File: config.mk
export PLATFORM = sky130hd
export DESIGN_NAME = dgpio_top
export DESIGN_NICKNAME = d
export VERILOG_FILES = /design/src/hw/dgpio_pkg.sv /design/src/hw/dgpio_top.sv
export VERILOG_INCLUDE_DIRS = /design/src /design/src/hw
export SDC_FILE = /design/constraint.sdc
export NUM_CORES = 1
export LEC_CHECK = 0
export ABC_AREA = 1
export BUFFER_PORTS_ARGS = -buffer_cell sky130_fd_sc_hd__buf_2
export CORE_UTILIZATION = 45
export DETAILED_ROUTE_END_ITERATION = 7
export GPL_TIMING_DRIVEN = 0
export MAX_ROUTING_LAYER = met4
export PLACE_DENSITY = 0.72
export REMOVE_ABC_BUFFERS = 1
export SLEW_MARGIN = 10
export SYNTH_ARGS = -nofsm -noshare
export SYNTH_HDL_FRONTEND = slang
export SYNTH_SLANG_ARGS = --single-unit
File: constraint.sdc
create_clock -name i_clk -period 3.15 [get_ports i_clk]
set_clock_uncertainty 0.2 [all_clocks]
set_input_delay 0.1575 -clock i_clk [delete_from_list [all_inputs] [get_ports i_clk]]
set_output_delay 0.1575 -clock i_clk [all_outputs]
set_load 0.01 [all_outputs]
File: src/hw/dgpio_consts.svh
// Purpose: Offsets, field positions and timing constants for the dual
//          group parallel I/O block.
// Assumes: Register offsets are byte offsets from the block base.
// Notes:   Definitions only.
`ifndef DGPIO_CONSTS_SVH
`define DGPIO_CONSTS_SVH

`define DGPIO_AW            6
`define DGPIO_OFF_DIR0      6'h03
`define DGPIO_OFF_DIR1      6'h07
`define DGPIO_OFF_ICR       6'h20
`define DGPIO_OFF_PA0       6'h00
`define DGPIO_OFF_PB0       6'h01
`define DGPIO_OFF_PC0       6'h02
`define DGPIO_OFF_PA1       6'h04
`define DGPIO_OFF_PB1       6'h05
`define DGPIO_OFF_PC1       6'h06
`define DGPIO_DIR_CLO       0
`define DGPIO_DIR_B         1
`define DGPIO_DIR_CHI       3
`define DGPIO_DIR_A         4
`define DGPIO_ICR_FLAG0     3
`define DGPIO_ICR_FLAG1     7
`define DGPIO_ICR_RST       8'h00
`define DGPIO_PORT_IN_RST   8'hff
`define DGPIO_PORT_OUT_RST  8'h00
`define DGPIO_CLK_HZ        20000000
`define DGPIO_TICK_HZ       10000000
`define DGPIO_TICK_DIV      (`DGPIO_CLK_HZ / `DGPIO_TICK_HZ)

`endif

File: src/hw/dgpio_pkg.sv
// Purpose: Types for the dual group parallel I/O block.
// Assumes: Used with dgpio_consts.svh.
// Notes:   Nothing here is imported; use dgpio_pkg::name.
package dgpio_pkg;
  typedef enum logic [1:0] {
    DGPIO_SRC_OFF   = 2'h0,
    DGPIO_SRC_L0    = 2'h1,
    DGPIO_SRC_L0L4  = 2'h2,
    DGPIO_SRC_CNT   = 2'h3
  } dgpio_src_t;
endpackage

File: src/hw/dgpio_top.sv
// Purpose: Two groups of three 8-bit ports, cascadable counter clocking,
//          two-channel edge interrupt with one request line.
// Assumes: Registers reached by byte offset, read data one cycle later.
// Notes:   Counter internals live outside; block gives clocks and gates.
`timescale 1ns/100ps
`include "dgpio_consts.svh"
module dgpio_top (
  input  wire logic                  i_clk,
  input  wire logic                  i_rstn,
  input  wire logic                  i_ce,
  input  wire logic                  i_power_on,
  input  wire logic                  i_retention_strap,
  input  wire logic [11:0]           i_force_out_strap,
  input  wire logic [`DGPIO_AW-1:0]  i_addr,
  input  wire logic                  i_wr,
  input  wire logic                  i_rd,
  input  wire logic [7:0]            i_wdata,
  output logic      [7:0]            o_rdata,
  input  wire logic [47:0]           i_pin,
  output logic      [47:0]           o_pin,
  output logic      [47:0]           o_pin_oe,
  input  wire logic                  i_counter0_clock_strap,
  input  wire logic                  i_counter1_clock_strap,
  input  wire logic                  i_counter2_clock_strap,
  input  wire logic                  i_counter0_ext_clock_pin,
  input  wire logic                  i_counter1_ext_clock_pin,
  input  wire logic                  i_counter2_ext_clock_pin,
  input  wire logic [2:0]            i_cnt_out,
  input  wire logic                  i_gate_en,
  input  wire logic                  i_counter0_gate_pin,
  input  wire logic                  i_counter1_gate_pin,
  input  wire logic                  i_counter2_gate_pin,
  output logic      [2:0]            o_cnt_clk,
  output logic      [2:0]            o_cnt_gate,
  output logic                       o_irq
);
  // Segment order per group: C low, B, C high, A (8 segments in all)
  logic [7:0]  dir_in_q;
  logic [47:0] latch_q;
  logic [7:0]  icr_q;
  logic [5:0]  raw_q;
  logic        tick_q;
  logic [47:0] pin_q;
  logic [47:0] oe_q;

  // Retention only survives a hot reset; power-on clears everything
  wire         keep_w   = i_retention_strap & ~i_power_on;

  function automatic logic [5:0] seg_addr(input logic [3:0] s);
    logic [5:0] base;
    base = s[2] ? `DGPIO_OFF_PA1 : `DGPIO_OFF_PA0;
    unique case (s[1:0])
      2'h0: seg_addr = base + `DGPIO_OFF_PC0;
      2'h1: seg_addr = base + `DGPIO_OFF_PB0;
      2'h2: seg_addr = base + `DGPIO_OFF_PC0;
      2'h3: seg_addr = base;
    endcase
  endfunction

  function automatic logic [2:0] dir_bit(input logic [1:0] k);
    unique case (k)
      2'h0: dir_bit = 3'(`DGPIO_DIR_CLO);
      2'h1: dir_bit = 3'(`DGPIO_DIR_B);
      2'h2: dir_bit = 3'(`DGPIO_DIR_CHI);
      default: dir_bit = 3'(`DGPIO_DIR_A);
    endcase
  endfunction

  wire wr_dir0 = i_ce & i_wr & (i_addr == `DGPIO_OFF_DIR0);
  wire wr_dir1 = i_ce & i_wr & (i_addr == `DGPIO_OFF_DIR1);
  wire wr_icr  = i_ce & i_wr & (i_addr == `DGPIO_OFF_ICR);

  // Per-segment direction and latch, one generate per segment (4 bits for C halves, 8 for A and B)
  logic [47:0] drive_w;
  genvar g;
  generate
    for (g = 0; g < 8; g++) begin : g_seg
      localparam logic [3:0] S    = 4'(g);
      localparam int         K    = g % 4;
      localparam int         W    = (K == 1 || K == 3) ? 8 : 4;
      localparam int         LO   = (K == 0) ? 0 : (K == 1) ? 8 :
                                    (K == 2) ? 4 : 16;
      localparam int         BASE = (g / 4) * 24;
      logic         dir_q;
      logic [W-1:0] lat_q;
      wire          wr_dir = (g < 4) ? wr_dir0 : wr_dir1;
      wire          forced = i_force_out_strap[g];
      wire          wr_dat = i_ce & i_wr & (i_addr == seg_addr(S));
      // C high takes the upper nibble, whole ports the full byte
      wire [W-1:0]  wval   = (K == 2) ? W'(i_wdata[7:4]) : W'(i_wdata);
      always_ff @(posedge i_clk) begin
        if (!i_rstn) begin
          if (!keep_w) begin
            dir_q <= ~forced;
            lat_q <= '0;
          end
        end else begin
          if (forced && i_ce)
            dir_q <= 1'b0;
          else if (wr_dir)
            dir_q <= i_wdata[dir_bit(S[1:0])];
          if (wr_dat)
            lat_q <= wval;
        end
      end
      assign dir_in_q[g]           = dir_q;
      assign latch_q[BASE+LO +: W] = lat_q;
      assign drive_w[BASE+LO +: W] = {W{dir_q}};
    end
  endgenerate

  // Map 48 bits to pins: group order C,B,A from bit 0, each 8 bits
  wire [47:0] pin_oe_d = ~drive_w;
  wire [47:0] pin_val_d = latch_q & pin_oe_d;

  always_ff @(posedge i_clk) begin
    if (i_ce || !i_rstn) begin
      pin_q <= pin_val_d | (~pin_oe_d & {48{1'b0}});
      oe_q  <= pin_oe_d;
    end
  end
  assign o_pin    = pin_q;
  assign o_pin_oe = oe_q;

  // Readback: outputs return driven value, inputs the pin level
  wire [47:0] port_rd = (pin_oe_d & latch_q) | (~pin_oe_d & i_pin);
  // Layout per group at 24*grp: C lo 0, C hi 4, B 8..15, A 16..23
  logic [7:0] rd_d;
  always_comb begin
    rd_d = 8'h00;
    unique case (i_addr)
      `DGPIO_OFF_PA0: rd_d = port_rd[23:16];
      `DGPIO_OFF_PB0: rd_d = port_rd[15:8];
      `DGPIO_OFF_PC0: rd_d = port_rd[7:0];
      `DGPIO_OFF_PA1: rd_d = port_rd[47:40];
      `DGPIO_OFF_PB1: rd_d = port_rd[39:32];
      `DGPIO_OFF_PC1: rd_d = port_rd[31:24];
      `DGPIO_OFF_ICR: rd_d = icr_q;
      default: rd_d = 8'h00;
    endcase
  end
  always_ff @(posedge i_clk) begin
    if (!i_rstn)
      o_rdata <= 8'h00;
    else if (i_ce && i_rd)
      o_rdata <= rd_d;
  end

  // Internal 10 MHz tick: clock enable at half the system rate
  always_ff @(posedge i_clk) begin
    if (!i_rstn)
      tick_q <= 1'b0;
    else if (i_ce)
      tick_q <= ~tick_q;
  end

  always_ff @(posedge i_clk) begin
    if (!i_rstn) begin
      o_cnt_clk  <= 3'h0;
      o_cnt_gate <= 3'h0;
    end else if (i_ce) begin
      o_cnt_clk[0] <= i_counter0_clock_strap ? tick_q
                      : i_counter0_ext_clock_pin;
      o_cnt_clk[1] <= i_counter1_clock_strap ? i_cnt_out[0]
                      : i_counter1_ext_clock_pin;
      o_cnt_clk[2] <= i_counter2_clock_strap ? tick_q
                      : i_counter2_ext_clock_pin;
      // Floating gate pins read high through the pull-up
      o_cnt_gate <= i_gate_en ? {i_counter2_gate_pin,
                    i_counter1_gate_pin, i_counter0_gate_pin}
                    : 3'h7;
    end
  end

  // Interrupt sources, pins C line 0 and line 4 or a counter output per group
  function automatic logic src_sel(input logic [1:0] m, input logic l0,
                                   input logic l4, input logic cnt);
    unique case (dgpio_pkg::dgpio_src_t'(m))
      dgpio_pkg::DGPIO_SRC_OFF:  src_sel = 1'b0;
      dgpio_pkg::DGPIO_SRC_L0:   src_sel = l0;
      dgpio_pkg::DGPIO_SRC_L0L4: src_sel = l0 & l4;
      dgpio_pkg::DGPIO_SRC_CNT:  src_sel = cnt;
    endcase
  endfunction
  wire s0 = src_sel(icr_q[1:0], port_rd[0], port_rd[4], i_cnt_out[1]);
  wire s1 = src_sel(icr_q[5:4], port_rd[24], port_rd[28],
                    i_cnt_out[2]);
  // Old source rebuilt from old line levels under the current mode,
  // so a mode write on its own never looks like an edge
  wire p0 = src_sel(icr_q[1:0], raw_q[0], raw_q[1], raw_q[2]);
  wire p1 = src_sel(icr_q[5:4], raw_q[3], raw_q[4], raw_q[5]);
  wire e0 = (icr_q[1:0] != 2'h0) &
            (icr_q[2] ? (s0 & ~p0) : (~s0 & p0));
  wire e1 = (icr_q[5:4] != 2'h0) &
            (icr_q[6] ? (s1 & ~p1) : (~s1 & p1));

  always_ff @(posedge i_clk) begin
    if (!i_rstn) begin
      icr_q <= `DGPIO_ICR_RST;
      raw_q <= '1;
      o_irq <= 1'b0;
    end else if (i_ce) begin
      raw_q <= {i_cnt_out[2], port_rd[28], port_rd[24],
                i_cnt_out[1], port_rd[4], port_rd[0]};
      if (wr_icr) begin
        icr_q[2:0] <= i_wdata[2:0];
        icr_q[6:4] <= i_wdata[6:4];
      end
      // Set wins over a same-cycle clear
      icr_q[`DGPIO_ICR_FLAG0] <= e0 | (icr_q[`DGPIO_ICR_FLAG0] &
        ~(wr_icr & i_wdata[`DGPIO_ICR_FLAG0]));
      icr_q[`DGPIO_ICR_FLAG1] <= e1 | (icr_q[`DGPIO_ICR_FLAG1] &
        ~(wr_icr & i_wdata[`DGPIO_ICR_FLAG1]));
      o_irq <= (e0 | (icr_q[3] & ~(wr_icr & i_wdata[3]))) |
               (e1 | (icr_q[7] & ~(wr_icr & i_wdata[7])));
    end
  end

  flag_set_a: assert property (@(posedge i_clk) disable iff (!i_rstn)
    i_ce && e0 |=> icr_q[3]) else $error("flag0 not set");
  irq_on_edge_a: assert property (@(posedge i_clk) disable iff (!i_rstn)
    i_ce && e1 |=> o_irq) else $error("irq not raised");
  irq_flag_a: assert property (@(posedge i_clk) disable iff (!i_rstn)
    o_irq == (icr_q[3] | icr_q[7])) else $error("irq mismatch");
  flag_clear_a: assert property (@(posedge i_clk) disable iff (!i_rstn)
    i_ce && wr_icr && i_wdata[7] && !e1 |=> !icr_q[7])
    else $error("flag1 not cleared");
  forced_out_a: assert property (@(posedge i_clk) disable iff (!i_rstn)
    i_ce && i_force_out_strap[7] |=> !dir_in_q[7])
    else $error("forced port is input");
  mode_off_a: assert property (@(posedge i_clk) disable iff (!i_rstn)
    icr_q[1:0] == 2'h0 |-> !e0) else $error("mode off edge");
  tick_toggle_a: assert property (@(posedge i_clk) disable iff (!i_rstn)
    i_ce |=> tick_q != $past(tick_q)) else $error("tick stuck");
  gate_pullup_a: assert property (@(posedge i_clk) disable iff (!i_rstn)
    i_ce && !i_gate_en |=> o_cnt_gate == 3'h7)
    else $error("gate not pulled up");
  port_b_dir_a: assert property (@(posedge i_clk) disable iff (!i_rstn)
    wr_dir0 && !i_force_out_strap[1] |=> dir_in_q[1] == $past(i_wdata[1]))
    else $error("port B dir");
  cv_irq_c: cover property (@(posedge i_clk) o_irq);
  cv_both_c: cover property (@(posedge i_clk) icr_q[3] && icr_q[7]);
  cv_clr_c: cover property (@(posedge i_clk) o_irq ##1 !o_irq);
  cv_out_c: cover property (@(posedge i_clk) o_pin_oe[23:16] == 8'hff);
  cv_gate_c: cover property (@(posedge i_clk) o_cnt_gate != 3'h7);
endmodule

==> results of run 1 <==
[power by group through the flow]
stage | registers (mW) | logic, mW | clock network [mW]
finish | 2.35 | 0.666 | 2.17
global route | 2.38 | 0.745 | 2.27
CTS | 2.35 | 0.664 | 2.19
detailed placement | 2.39 | 0.610 | 0
global placement | 2.39 | 0.601 | 0
floorplan | 2.46 | 0.216 | 0
[state kept, by name, indices dropped and copies added, names as in the netlist, 6 cells and up]
register	flops
g_seg.lat_q	48
o_pin	48
g_seg.dir_q	8
icr_q	8
o_pin_oe	8
o_rdata	8
raw_q	6
[cells in the mapped netlist, types with 3 or more instances]
cell type / number
o21ai_0: 50
buf_2: 13
nor2_4: 9
o21ai_1: 4
dfxtp_1: 30
buf_4: 41
inv_2: 9
edfxtp_1: 112
o31ai_1: 4
a21oi_1: 30
nand2_1: 210
nand3_1: 23
nor2_1: 88
clkbuf_1: 4
o22ai_1: 4
inv_1: 96
nand4_1: 3
[routing by layer]
layer  share of wire  vias up
met5               0        -
met4           0.024        0
met3           0.070       32
met2            0.47      247
met1            0.44     2486
li1                -     2748
[timing repair]
action                                 in CTS  in global routing
hold buffers                               48                  0
gates resized for setup                     0                  0
endpoints found under the hold margin      36                  0
[placed cells by master, fill, tap and decap left out]
master,count
buf_2,200
a21oi_1,30
edfxtp_1,112
inv_2,8
o31ai_2,3
nand2_1,210
dfxtp_1,30
nor2_1,88
o31ai_1,1
o21ai_0,50
inv_4,1
nand2_2,2
nor3_1,1
nand4_1,3
nor2_4,9
clkbuf_8,6
clkinv_2,2
nand3_1,23
inv_6,1
dlygate4sd3_1,48
bufinv_16,1
xnor2_1,1
nor2_2,2
o22a_1,2
o22ai_1,4
inv_1,96
o21ai_1,4
nand2_4,1
clkbuf_16,21
clkinvlp_4,1
[cells by family after synthesis]
group	Yosys count
AND/OR/NAND/NOR	339
buffers and inverters	165
flip-flops	142
AO/OA/AOI/OAI	94
XOR/XNOR	1
[critical path, stage by stage]
cell	delay, ps
dlygate4sd3_1	520
buf_2	310
nand2_1	190
inv_1	150
nand2_1	200
o31ai_1	1040
[path summary, 6_finish.rpt]
kind	endpoint	depth (start not counted)	start	slack, ps
worst max register to register	o_irq$_SDFFE_PN0P_	8	g_seg[0].dir_q$_DFFE_PP_	1140
worst min register to register	o_cnt_gate[1]$_SDFFE_PN0P_	2	o_cnt_gate[1]$_SDFFE_PN0P_	250
worst max-delay path	g_seg[5].lat_q[4]$_DFFE_PP_	6	i_ce	420
worst min-delay path	icr_q[6]$_SDFFE_PN0P_	3	i_rstn	30
[final cells by class]
cell class,count,share of cell area
multi-input cells,434,0.221
inverters,105,0.0459
well taps,184,0.0266
clock buffers,27,0.0703
repair buffers,248,0.171
flip-flops and latches,142,0.458
clock inverters,5,0.00651
==> run_results.csv, run 1 <==
group,metric,value,unit
synth,synthAdderAreaFrac,0,
power_and_ir_drop,power.total,5.19,mW
sta,rsz0062_at_grt,"no",
placed_design,port-buffer-count,200,
routing,dr.pass1.iters,7,
power_and_ir_drop,seqPwrFrac,0.453,
grt,busiest_layer,"met2",
status,status,"finished, final reports clean",
die,core,14500,um^2
placed_design,globalplace.congestion,0.888,
worst_setup_path,crit_arrival,2570,ps
grt,grt_pass1_vias,4926,
routing,antenna_left,0,
die,die_h,124,um
worst_setup_path,critPathCaptureType,"flip-flop",
synth,synthArstFlopShare,0,
sta,drv_slew,0,
clock_tree,cts_setup_buffers,0,
power_and_ir_drop,vdd_drop_max,0.381,mV
die,die_w,124,um
clock_tree,cts_buffer_depth,2,
worst_setup_path,crit_type,"in2reg",
power_and_ir_drop,p_clk_frac,0.419,
clock_tree,h-tree-depth,4,
clock_tree,path_clk_slew,60,ps
power_and_ir_drop,p_leak,4.20,nW
grt,grt_overflow_total,0,
sta,worst_slack,418,ps
grt,grt.met2_usage,0.372,
placed_design,pre_cts_ws,502,ps
synth,synth_edf_count,112,
worst_setup_path,crit_path_start_kind,"primary input",
power_and_ir_drop,power.switching,1.28,mW
grt,grt_pass1_wl,25100,um
sta,post-route-min-period,2730,ps
worst_setup_path,cp_max_fo,13,
grt,grt_usage,0.235,
synth,ys_ff_latch,142,
layout,antenna_cells_inserted,0,
worst_setup_path,critPathRequiredTime,2980,ps
placed_design,dpl.cell_count,1065,
die,row_count,44,
clock_tree,root_buffer,"clkbuf_16",
synth,synth-compound-area-share,0.0740,
grt,antenna_found_initial,0,
power_and_ir_drop,p_sw_frac,0.246,
power_and_ir_drop,power.density,600,nW/um^2
synth,synth_top_area_frac,0.505,
power_and_ir_drop,p_comb_frac,0.128,
synth,synth_cells,741,
synth,syn_avg_cell_area,8.99,um^2
routing,drt_iter0_drc,550,
sta,setup_viol,0,
sta,fmax,366,MHz
synth,ys_types,25,
placed_design,hpwlAfterDp,11700,um
routing,viasPerCell,4.81,
hold_path,hold_path_class,"in2reg",
layout,area.growth.synth_to_final,29.9,%
routing,remaining_drc_errors,0,
synth,synth_area,6660,um^2
grt,grtUsageMet1,0.298,
die,die_area,15300,um^2
layout,fin_area,8650,um^2
grt,grtUsageMet3,0.0476,
flow_run,drv_cap,0,
placed_design,dpl_cell_area,7490,um^2
routing,routedWlPerCell,14.8,um
power_and_ir_drop,internal_power,3.92,mW
sta,holdWs,29.4,ps
synth,yosys.area_share.simple,0.210,
clock_tree,cts_tree,"built",
synth,ys_warn_count,0,
clock_tree,cts_made_buffers,17,
routing,vias,5513,
synth,synth.area.top_cells,"edfxtp_1 51%, nand2_1 12%, dfxtp_1 9.0%",
layout,fillerInstances,1239,
layout,fin_cells,1145,
layout,drive_gt1_frac,0.268,
layout,multi_input_area,1910,um^2
sta,finalHoldViolCount,0,
synth,synth_top_area_cell,"edfxtp_1",
die,pin_count,205,
synth,synth_top_family_by_area,"simple AND/OR/NAND/NOR gates",
clock_tree,numClockSinks,142,
clock_tree,clock_latency,420,ps
layout,final_util,0.597,
die,start_util,0.460,
synth,synth.area.mux_share,0,
sta,period_share,0.867,
layout,final_nets,1042,
grt,grt_start_max_net_pins,71,
synth,ys_seq_area_frac,0.595,
layout,regArea,3960,um^2
synth,yosys.area_share.xor_xnor,0.00132,
sta,worst_pin_slew,1190,ps
sta,slew_headroom,0.201,
sta,tns,0,ps
synth,synth_flop_cell,"edfxtp_1",
routing,drt_wl_total,16900,um
No activity file was read; power rests on OpenSTA's default activity.
==> run 2, diff against run 1 <==
- CELL_PAD_IN_SITES_DETAIL_PLACEMENT: not set -> 1
- CELL_PAD_IN_SITES_GLOBAL_PLACEMENT: not set -> 1
- CORE_UTILIZATION: 45 -> 41
- HOLD_SLACK_MARGIN: not set -> 0.15
- PLACE_DENSITY: 0.72 -> not set
- PLACE_DENSITY_LB_ADDON: not set -> 0.1
==> run 2 against run 1 <==
Critical path type unchanged; routed wire length is 22% higher; via count is 3.8% higher; highest routed layer unchanged; design area is 1.1% higher; fmax is 4.6% lower; global-route usage is 2.6 points higher; critical endpoint is now g_seg[0].dir_q$_DFFE_PP_; non-clock buffer count is 19 higher; die area is 9.6% higher; critical path depth is 1 higher; register-to-register slack worse by 520 ps; sequential share of layout area is 0.50 points lower; power is 6.1% lower.
==> run_results.csv, run 2 (synthesized netlist as in run 1, its figures left out) <==
group,metric,value,unit
worst_setup_path,critPathRequiredTime,3120,ps
sta,rsz0062_at_grt,"no",
power_and_ir_drop,power.total,4.88,mW
sta,holdWs,149,ps
sta,setup_viol,0,
grt,grt_start_max_net_pins,71,
hold_path,hold_path_end,"o_rdata[4]$_SDFFE_PN0P_",
layout,final_nets,1061,
placed_design,globalplace.congestion,0.846,
clock_tree,path_clk_slew,60,ps
placed_design,port-buffer-count,200,
routing,vias,5723,
hold_path,hold_path_class,"in2reg",
worst_setup_path,ff2ff_path_depth,8,
flow_run,drv_cap,0,
grt,grt_usage,0.262,
layout,final_common_cell,"nand2_1",
sta,slew_headroom,0.210,
clock_tree,cts_setup_buffers,0,
worst_setup_path,crit_path_top_delay_cell,"dlygate4sd3_1",
worst_setup_path,critPathCaptureType,"flip-flop",
worst_setup_path,crit_path_start_kind,"primary input",
routing,drt_wl_total,20600,um
clock_tree,cts_buffer_depth,2,
sta,fmax,349,MHz
worst_setup_path,r2r_slack,620,ps
grt,grt_pass1_vias,5910,
worst_setup_path,crit_top_cell,"dlygate4sd3_1",
status,status,"finished, final reports clean",
die,die_h,129,um
routing,dr.pass1.iters,5,
grt,grt_pass1_wl,31200,um
sta,period_share,0.909,
die,die_area,16800,um^2
layout,fin_cells,1196,
sta,finalHoldViolCount,0,
layout,antenna_cells_inserted,0,
die,pin_count,205,
routing,viasPerCell,4.79,
hold_path,whs_path_depth,9,
placed_design,dpl.cell_count,1097,
die,core,15900,um^2
layout,drive_gt1_frac,0.259,
layout,area.growth.synth_to_final,31.3,%
clock_tree,clock_latency,420,ps
placed_design,hpwlAfterDp,14200,um
clock_tree,cts_made_buffers,17,
routing,remaining_drc_errors,0,
worst_setup_path,critPathTopFamily,"buffers and inverters",
clock_tree,cts_tree,"built",
grt,antenna_found_initial,0,
worst_setup_path,reg2reg_from,"g_seg[5].dir_q$_DFFE_PP_",
worst_setup_path,cp_max_fo,70,
worst_setup_path,path_buf_inv,5,
worst_setup_path,cp_slowest_stage_delay,610,ps
sta,worst_pin_slew,1170,ps
routing,antenna_left,0,
power_and_ir_drop,vdd_drop_max,0.343,mV
sta,drv_slew,0,
power_and_ir_drop,p_leak,4.24,nW
worst_setup_path,crit_type,"in2reg",
die,start_util,0.419,
power_and_ir_drop,power.density,558,nW/um^2
routing,routedWlPerCell,17.3,um
layout,mostFrequentLayoutCells,"210 x nand2_1, 200 x buf_2, 112 x edfxtp_1",
worst_setup_path,path_cells,"dlygate4sd3_1, buf_2, inv_2, nor2_4, inv_6, a21oi_1, dlygate4sd3_1",
die,die_w,129,um
grt,grt_overflow_total,0,
sta,post-route-min-period,2860,ps
clock_tree,numClockSinks,142,
worst_setup_path,crit_arrival,2830,ps
clock_tree,h-tree-depth,4,
clock_tree,root_buffer,"clkbuf_16",
routing,drt_iter0_drc,280,
worst_setup_path,reg2reg_to,"o_rdata[5]$_SDFFE_PN0P_",
die,row_count,46,
hold_path,hp-start,"i_pin[44]",
sta,tns,0,ps
[run 2: worst min-delay path: stages]
cell	delay [ps]
buf_2	70
nand2_1	40
o21ai_0	70
nand2_1	60
nand2_1	50
nor2_1	40
nand2_1	50
nand2_1	50
a21oi_1	120
[run 2: routing by layer]
layer  vias to the layer above  track usage  routed length [um]
li1                       2787            -                   -
met1                      2746        0.321                9110
met2                       172        0.452               10400
met3                        18       0.0359                 936
met4                         0       0.0732                 180
met5                         -            -                   0
[run 2: area by class of cell]
type / count / area (um^2)
inverters: 105 / 399
clock buffers: 24 / 482
flip-flops and latches: 142 / 3960
fillers: 1965 / 7140
clock inverters: 8 / 41.3
well taps: 216 / 270
multi-input cells: 434 / 1920
repair buffers: 267 / 1670
[run 2: how the worst max path moves through the flow]
stage / start / endpoint / slack (ps) / depth (start not counted)
after CTS: i_rstn / g_seg[3].dir_q$_DFFE_PP_ / 220 / 7
after global placement: i_ce / g_seg[5].lat_q[7]$_DFFE_PP_ / 410 / 5
after floorplan: i_addr[3] / g_seg[0].lat_q[0]$_DFFE_PP_ / 1320 / 5
final: i_rstn / g_seg[0].dir_q$_DFFE_PP_ / 290 / 7
after detailed placement: i_ce / g_seg[3].lat_q[1]$_DFFE_PP_ / 500 / 5
after global routing: i_rstn / g_seg[1].lat_q[2]$_DFFE_PP_ / 100 / 5
[run 2: through the flow]
step           cell area (um^2)  setup slack (ps)   util
3_5_place_dp               7540               495  0.475
3_3_place_gp               7530               411  0.474
4_1_cts                    8730               221  0.550
2_1_floorplan              6250              1320      -
5_1_grt                    8740              96.0  0.550
6_report                   8740               286  0.550
[run 2: timing repair]
item                                   4_1_cts  5_1_grt
hold buffers                                67        0
endpoints found under the hold margin       93        0
resized for setup                            0        1
setup endpoints to repair                    0        2
[run 2: power breakdown]
part	internal (mW)	leakage, nW	switching, mW	total [mW]
logic	0.288	2.62	0.417	0.706
clock network	1.06	0.261	0.751	1.81
registers	2.23	1.36	0.128	2.36
total	3.58	4.24	1.30	4.88
==> run 3, diff against run 2 <==
- ABC_CLOCK_PERIOD_IN_PS: not set -> 3150
- MAX_ROUTING_LAYER: met4 -> not set
- PLACE_DENSITY: not set -> 0.9
- PLACE_DENSITY_LB_ADDON: 0.1 -> not set
==> run 3 against run 2 <==
Setup slack lost 65 ps; register-to-register slack lost 400 ps; combinational power rose by 5.7%; utilization up 1.5 points; worst hold slack better by 29 ps; first-iteration DRC count up 78%; power up 9.8%; cell count increased by 0.75%; count of clock-buffer cells in the layout shrank 7; global-route usage is 0.74 points higher; clock power rose by 24%; critical path depth grew 2.
==> run_results.csv, run 3 (synthesized netlist as in run 1, its figures left out) <==
group,metric,value,unit
worst_setup_path,critPathRequiredTime,3250,ps
flow_run,drv_cap,0,
layout,final_common_cell,"nand2_1",
grt,grt_usage,0.269,
die,die_w,129,um
status,status,"finished, final reports clean",
die,row_count,46,
worst_setup_path,crit_path_top_delay_cell,"edfxtp_1",
routing,dr.pass1.iters,5,
sta,period_share,0.930,
clock_tree,path_clk_slew,60,ps
placed_design,dpl_cell_area,7560,um^2
worst_setup_path,crit_top_cell,"nand2_1",
placed_design,hpwlAfterDp,14600,um
routing,drt_iter0_drc,498,
grt,grt_pass1_wl,33000,um
layout,antenna_cells_inserted,0,
sta,post-route-min-period,2930,ps
grt,grt_start_max_net_pins,39,
clock_tree,root_buffer,"clkbuf_16",
power_and_ir_drop,power.density,596,nW/um^2
sta,setup_viol,0,
layout,drive_gt1_frac,0.261,
routing,remaining_drc_errors,0,
clock_tree,cts_buffer_depth,2,
die,start_util,0.419,
layout,fin_area,8980,um^2
sta,tns,0,ps
routing,viasPerCell,4.99,
sta,fmax,341,MHz
routing,routedWlPerCell,18.4,um
worst_setup_path,crit_type,"reg2reg",
placed_design,port-buffer-count,200,
worst_setup_path,critPathTopFamily,"buffers and inverters",
sta,finalHoldViolCount,0,
die,die_area,16800,um^2
routing,drt_wl_total,22100,um
sta,worst_pin_slew,1180,ps
worst_setup_path,crit_arrival,3030,ps
power_and_ir_drop,p_leak,4.35,nW
power_and_ir_drop,vdd_drop_max,0.395,mV
die,pin_count,205,
grt,grt_overflow_total,0,
worst_setup_path,path_buf_inv,2,
layout,area.growth.synth_to_final,34.9,%
die,core,15900,um^2
sta,slew_headroom,0.206,
routing,vias,6007,
sta,drv_slew,0,
grt,antenna_found_initial,0,
clock_tree,numClockSinks,142,
power_and_ir_drop,power.total,5.35,mW
worst_setup_path,cp_max_fo,25,
layout,final_nets,1071,
hold_path,hold_path_class,"in2reg",
clock_tree,cts_made_buffers,17,
sta,rsz0062_at_grt,"no",
worst_setup_path,critPathCaptureType,"flip-flop",
clock_tree,h-tree-depth,4,
worst_setup_path,path_cells,"o21ai_0, nand2_1, nand2_1, nor2_1, dlygate4sd3_1, nand2_1, dlygate4sd3_1, nand2_1, a21oi_1",
layout,mostFrequentLayoutCells,"210 x nand2_1, 200 x buf_2, 112 x edfxtp_1",
worst_setup_path,crit_path_start_kind,"flip-flop",
clock_tree,clock_latency,430,ps
clock_tree,cts_tree,"built",
routing,antenna_left,0,
die,die_h,129,um
grt,grt_pass1_vias,6218,
worst_setup_path,cp_slowest_stage_delay,890,ps
layout,fillerInstances,1884,
placed_design,globalplace.congestion,0.860,
run 3: path summary, 6_finish.rpt:
path	startpoint	to	slack [ps]	depth (start not counted)
worst max-delay path	g_seg[5].dir_q$_DFFE_PP_	o_rdata[1]$_SDFFE_PN0P_	220	9
worst min-delay path	i_pin[10]	o_rdata[2]$_SDFFE_PN0P_	180	7
worst max register to register	g_seg[5].dir_q$_DFFE_PP_	o_rdata[1]$_SDFFE_PN0P_	220	9
worst min register to register	o_cnt_gate[2]$_SDFFE_PN0P_	o_cnt_gate[2]$_SDFFE_PN0P_	250	2
run 3: final cells by class:
| type | count | area [um^2] | share of cell area |
|---|---|---|---|
| clock inverters | 14 | 223 | 0.0248 |
| repair buffers | 277 | 1780 | 0.199 |
| inverters | 105 | 397 | 0.0442 |
| multi-input cells | 434 | 1920 | 0.213 |
| clock buffers | 17 | 425 | 0.0474 |
| flip-flops and latches | 142 | 3960 | 0.441 |
| well taps | 216 | 270 | 0.0301 |
run 3: worst reg2reg max path: stages (launching register included):
cell	delay (ps)
edfxtp_1	890
o21ai_0	220
nand2_1	100
nand2_1	70
nor2_1	80
dlygate4sd3_1	540
nand2_1	40
dlygate4sd3_1	560
nand2_1	60
a21oi_1	50
run 3: through the flow:
stage               utilization  hold slack (ps)  worst slack [ps]  std cells
finish                    0.565              178               221       1205
global route              0.565              242              36.0       1205
CTS                       0.563              178               116       1203
detailed placement        0.476              187               389       1098
global placement          0.474              182               446       1097
floorplan                     -             93.5              1320        681
run 3: where the power goes:
part           internal (mW)  switching [mW]
registers               2.23           0.122
logic                  0.299           0.447
clock network           1.47           0.783
total                   4.00            1.35
run 3: per-layer routing:
metal / track usage / part of all wire / vias to the layer above
met5: 0 / 0 / -
met4: 0.127 / 0.035 / 0
met3: 0.0483 / 0.060 / 45
met2: 0.484 / 0.52 / 243
met1: 0.311 / 0.39 / 2913
li1: - / - / 2806
run 3: repair_timing:
item / in CTS / in global routing
endpoints found under the hold margin: 94 / 0
gates resized for setup: 0 / 1
setup endpoints to repair: 0 / 2
hold buffers: 74 / 0
buffers inserted: 0 / 2
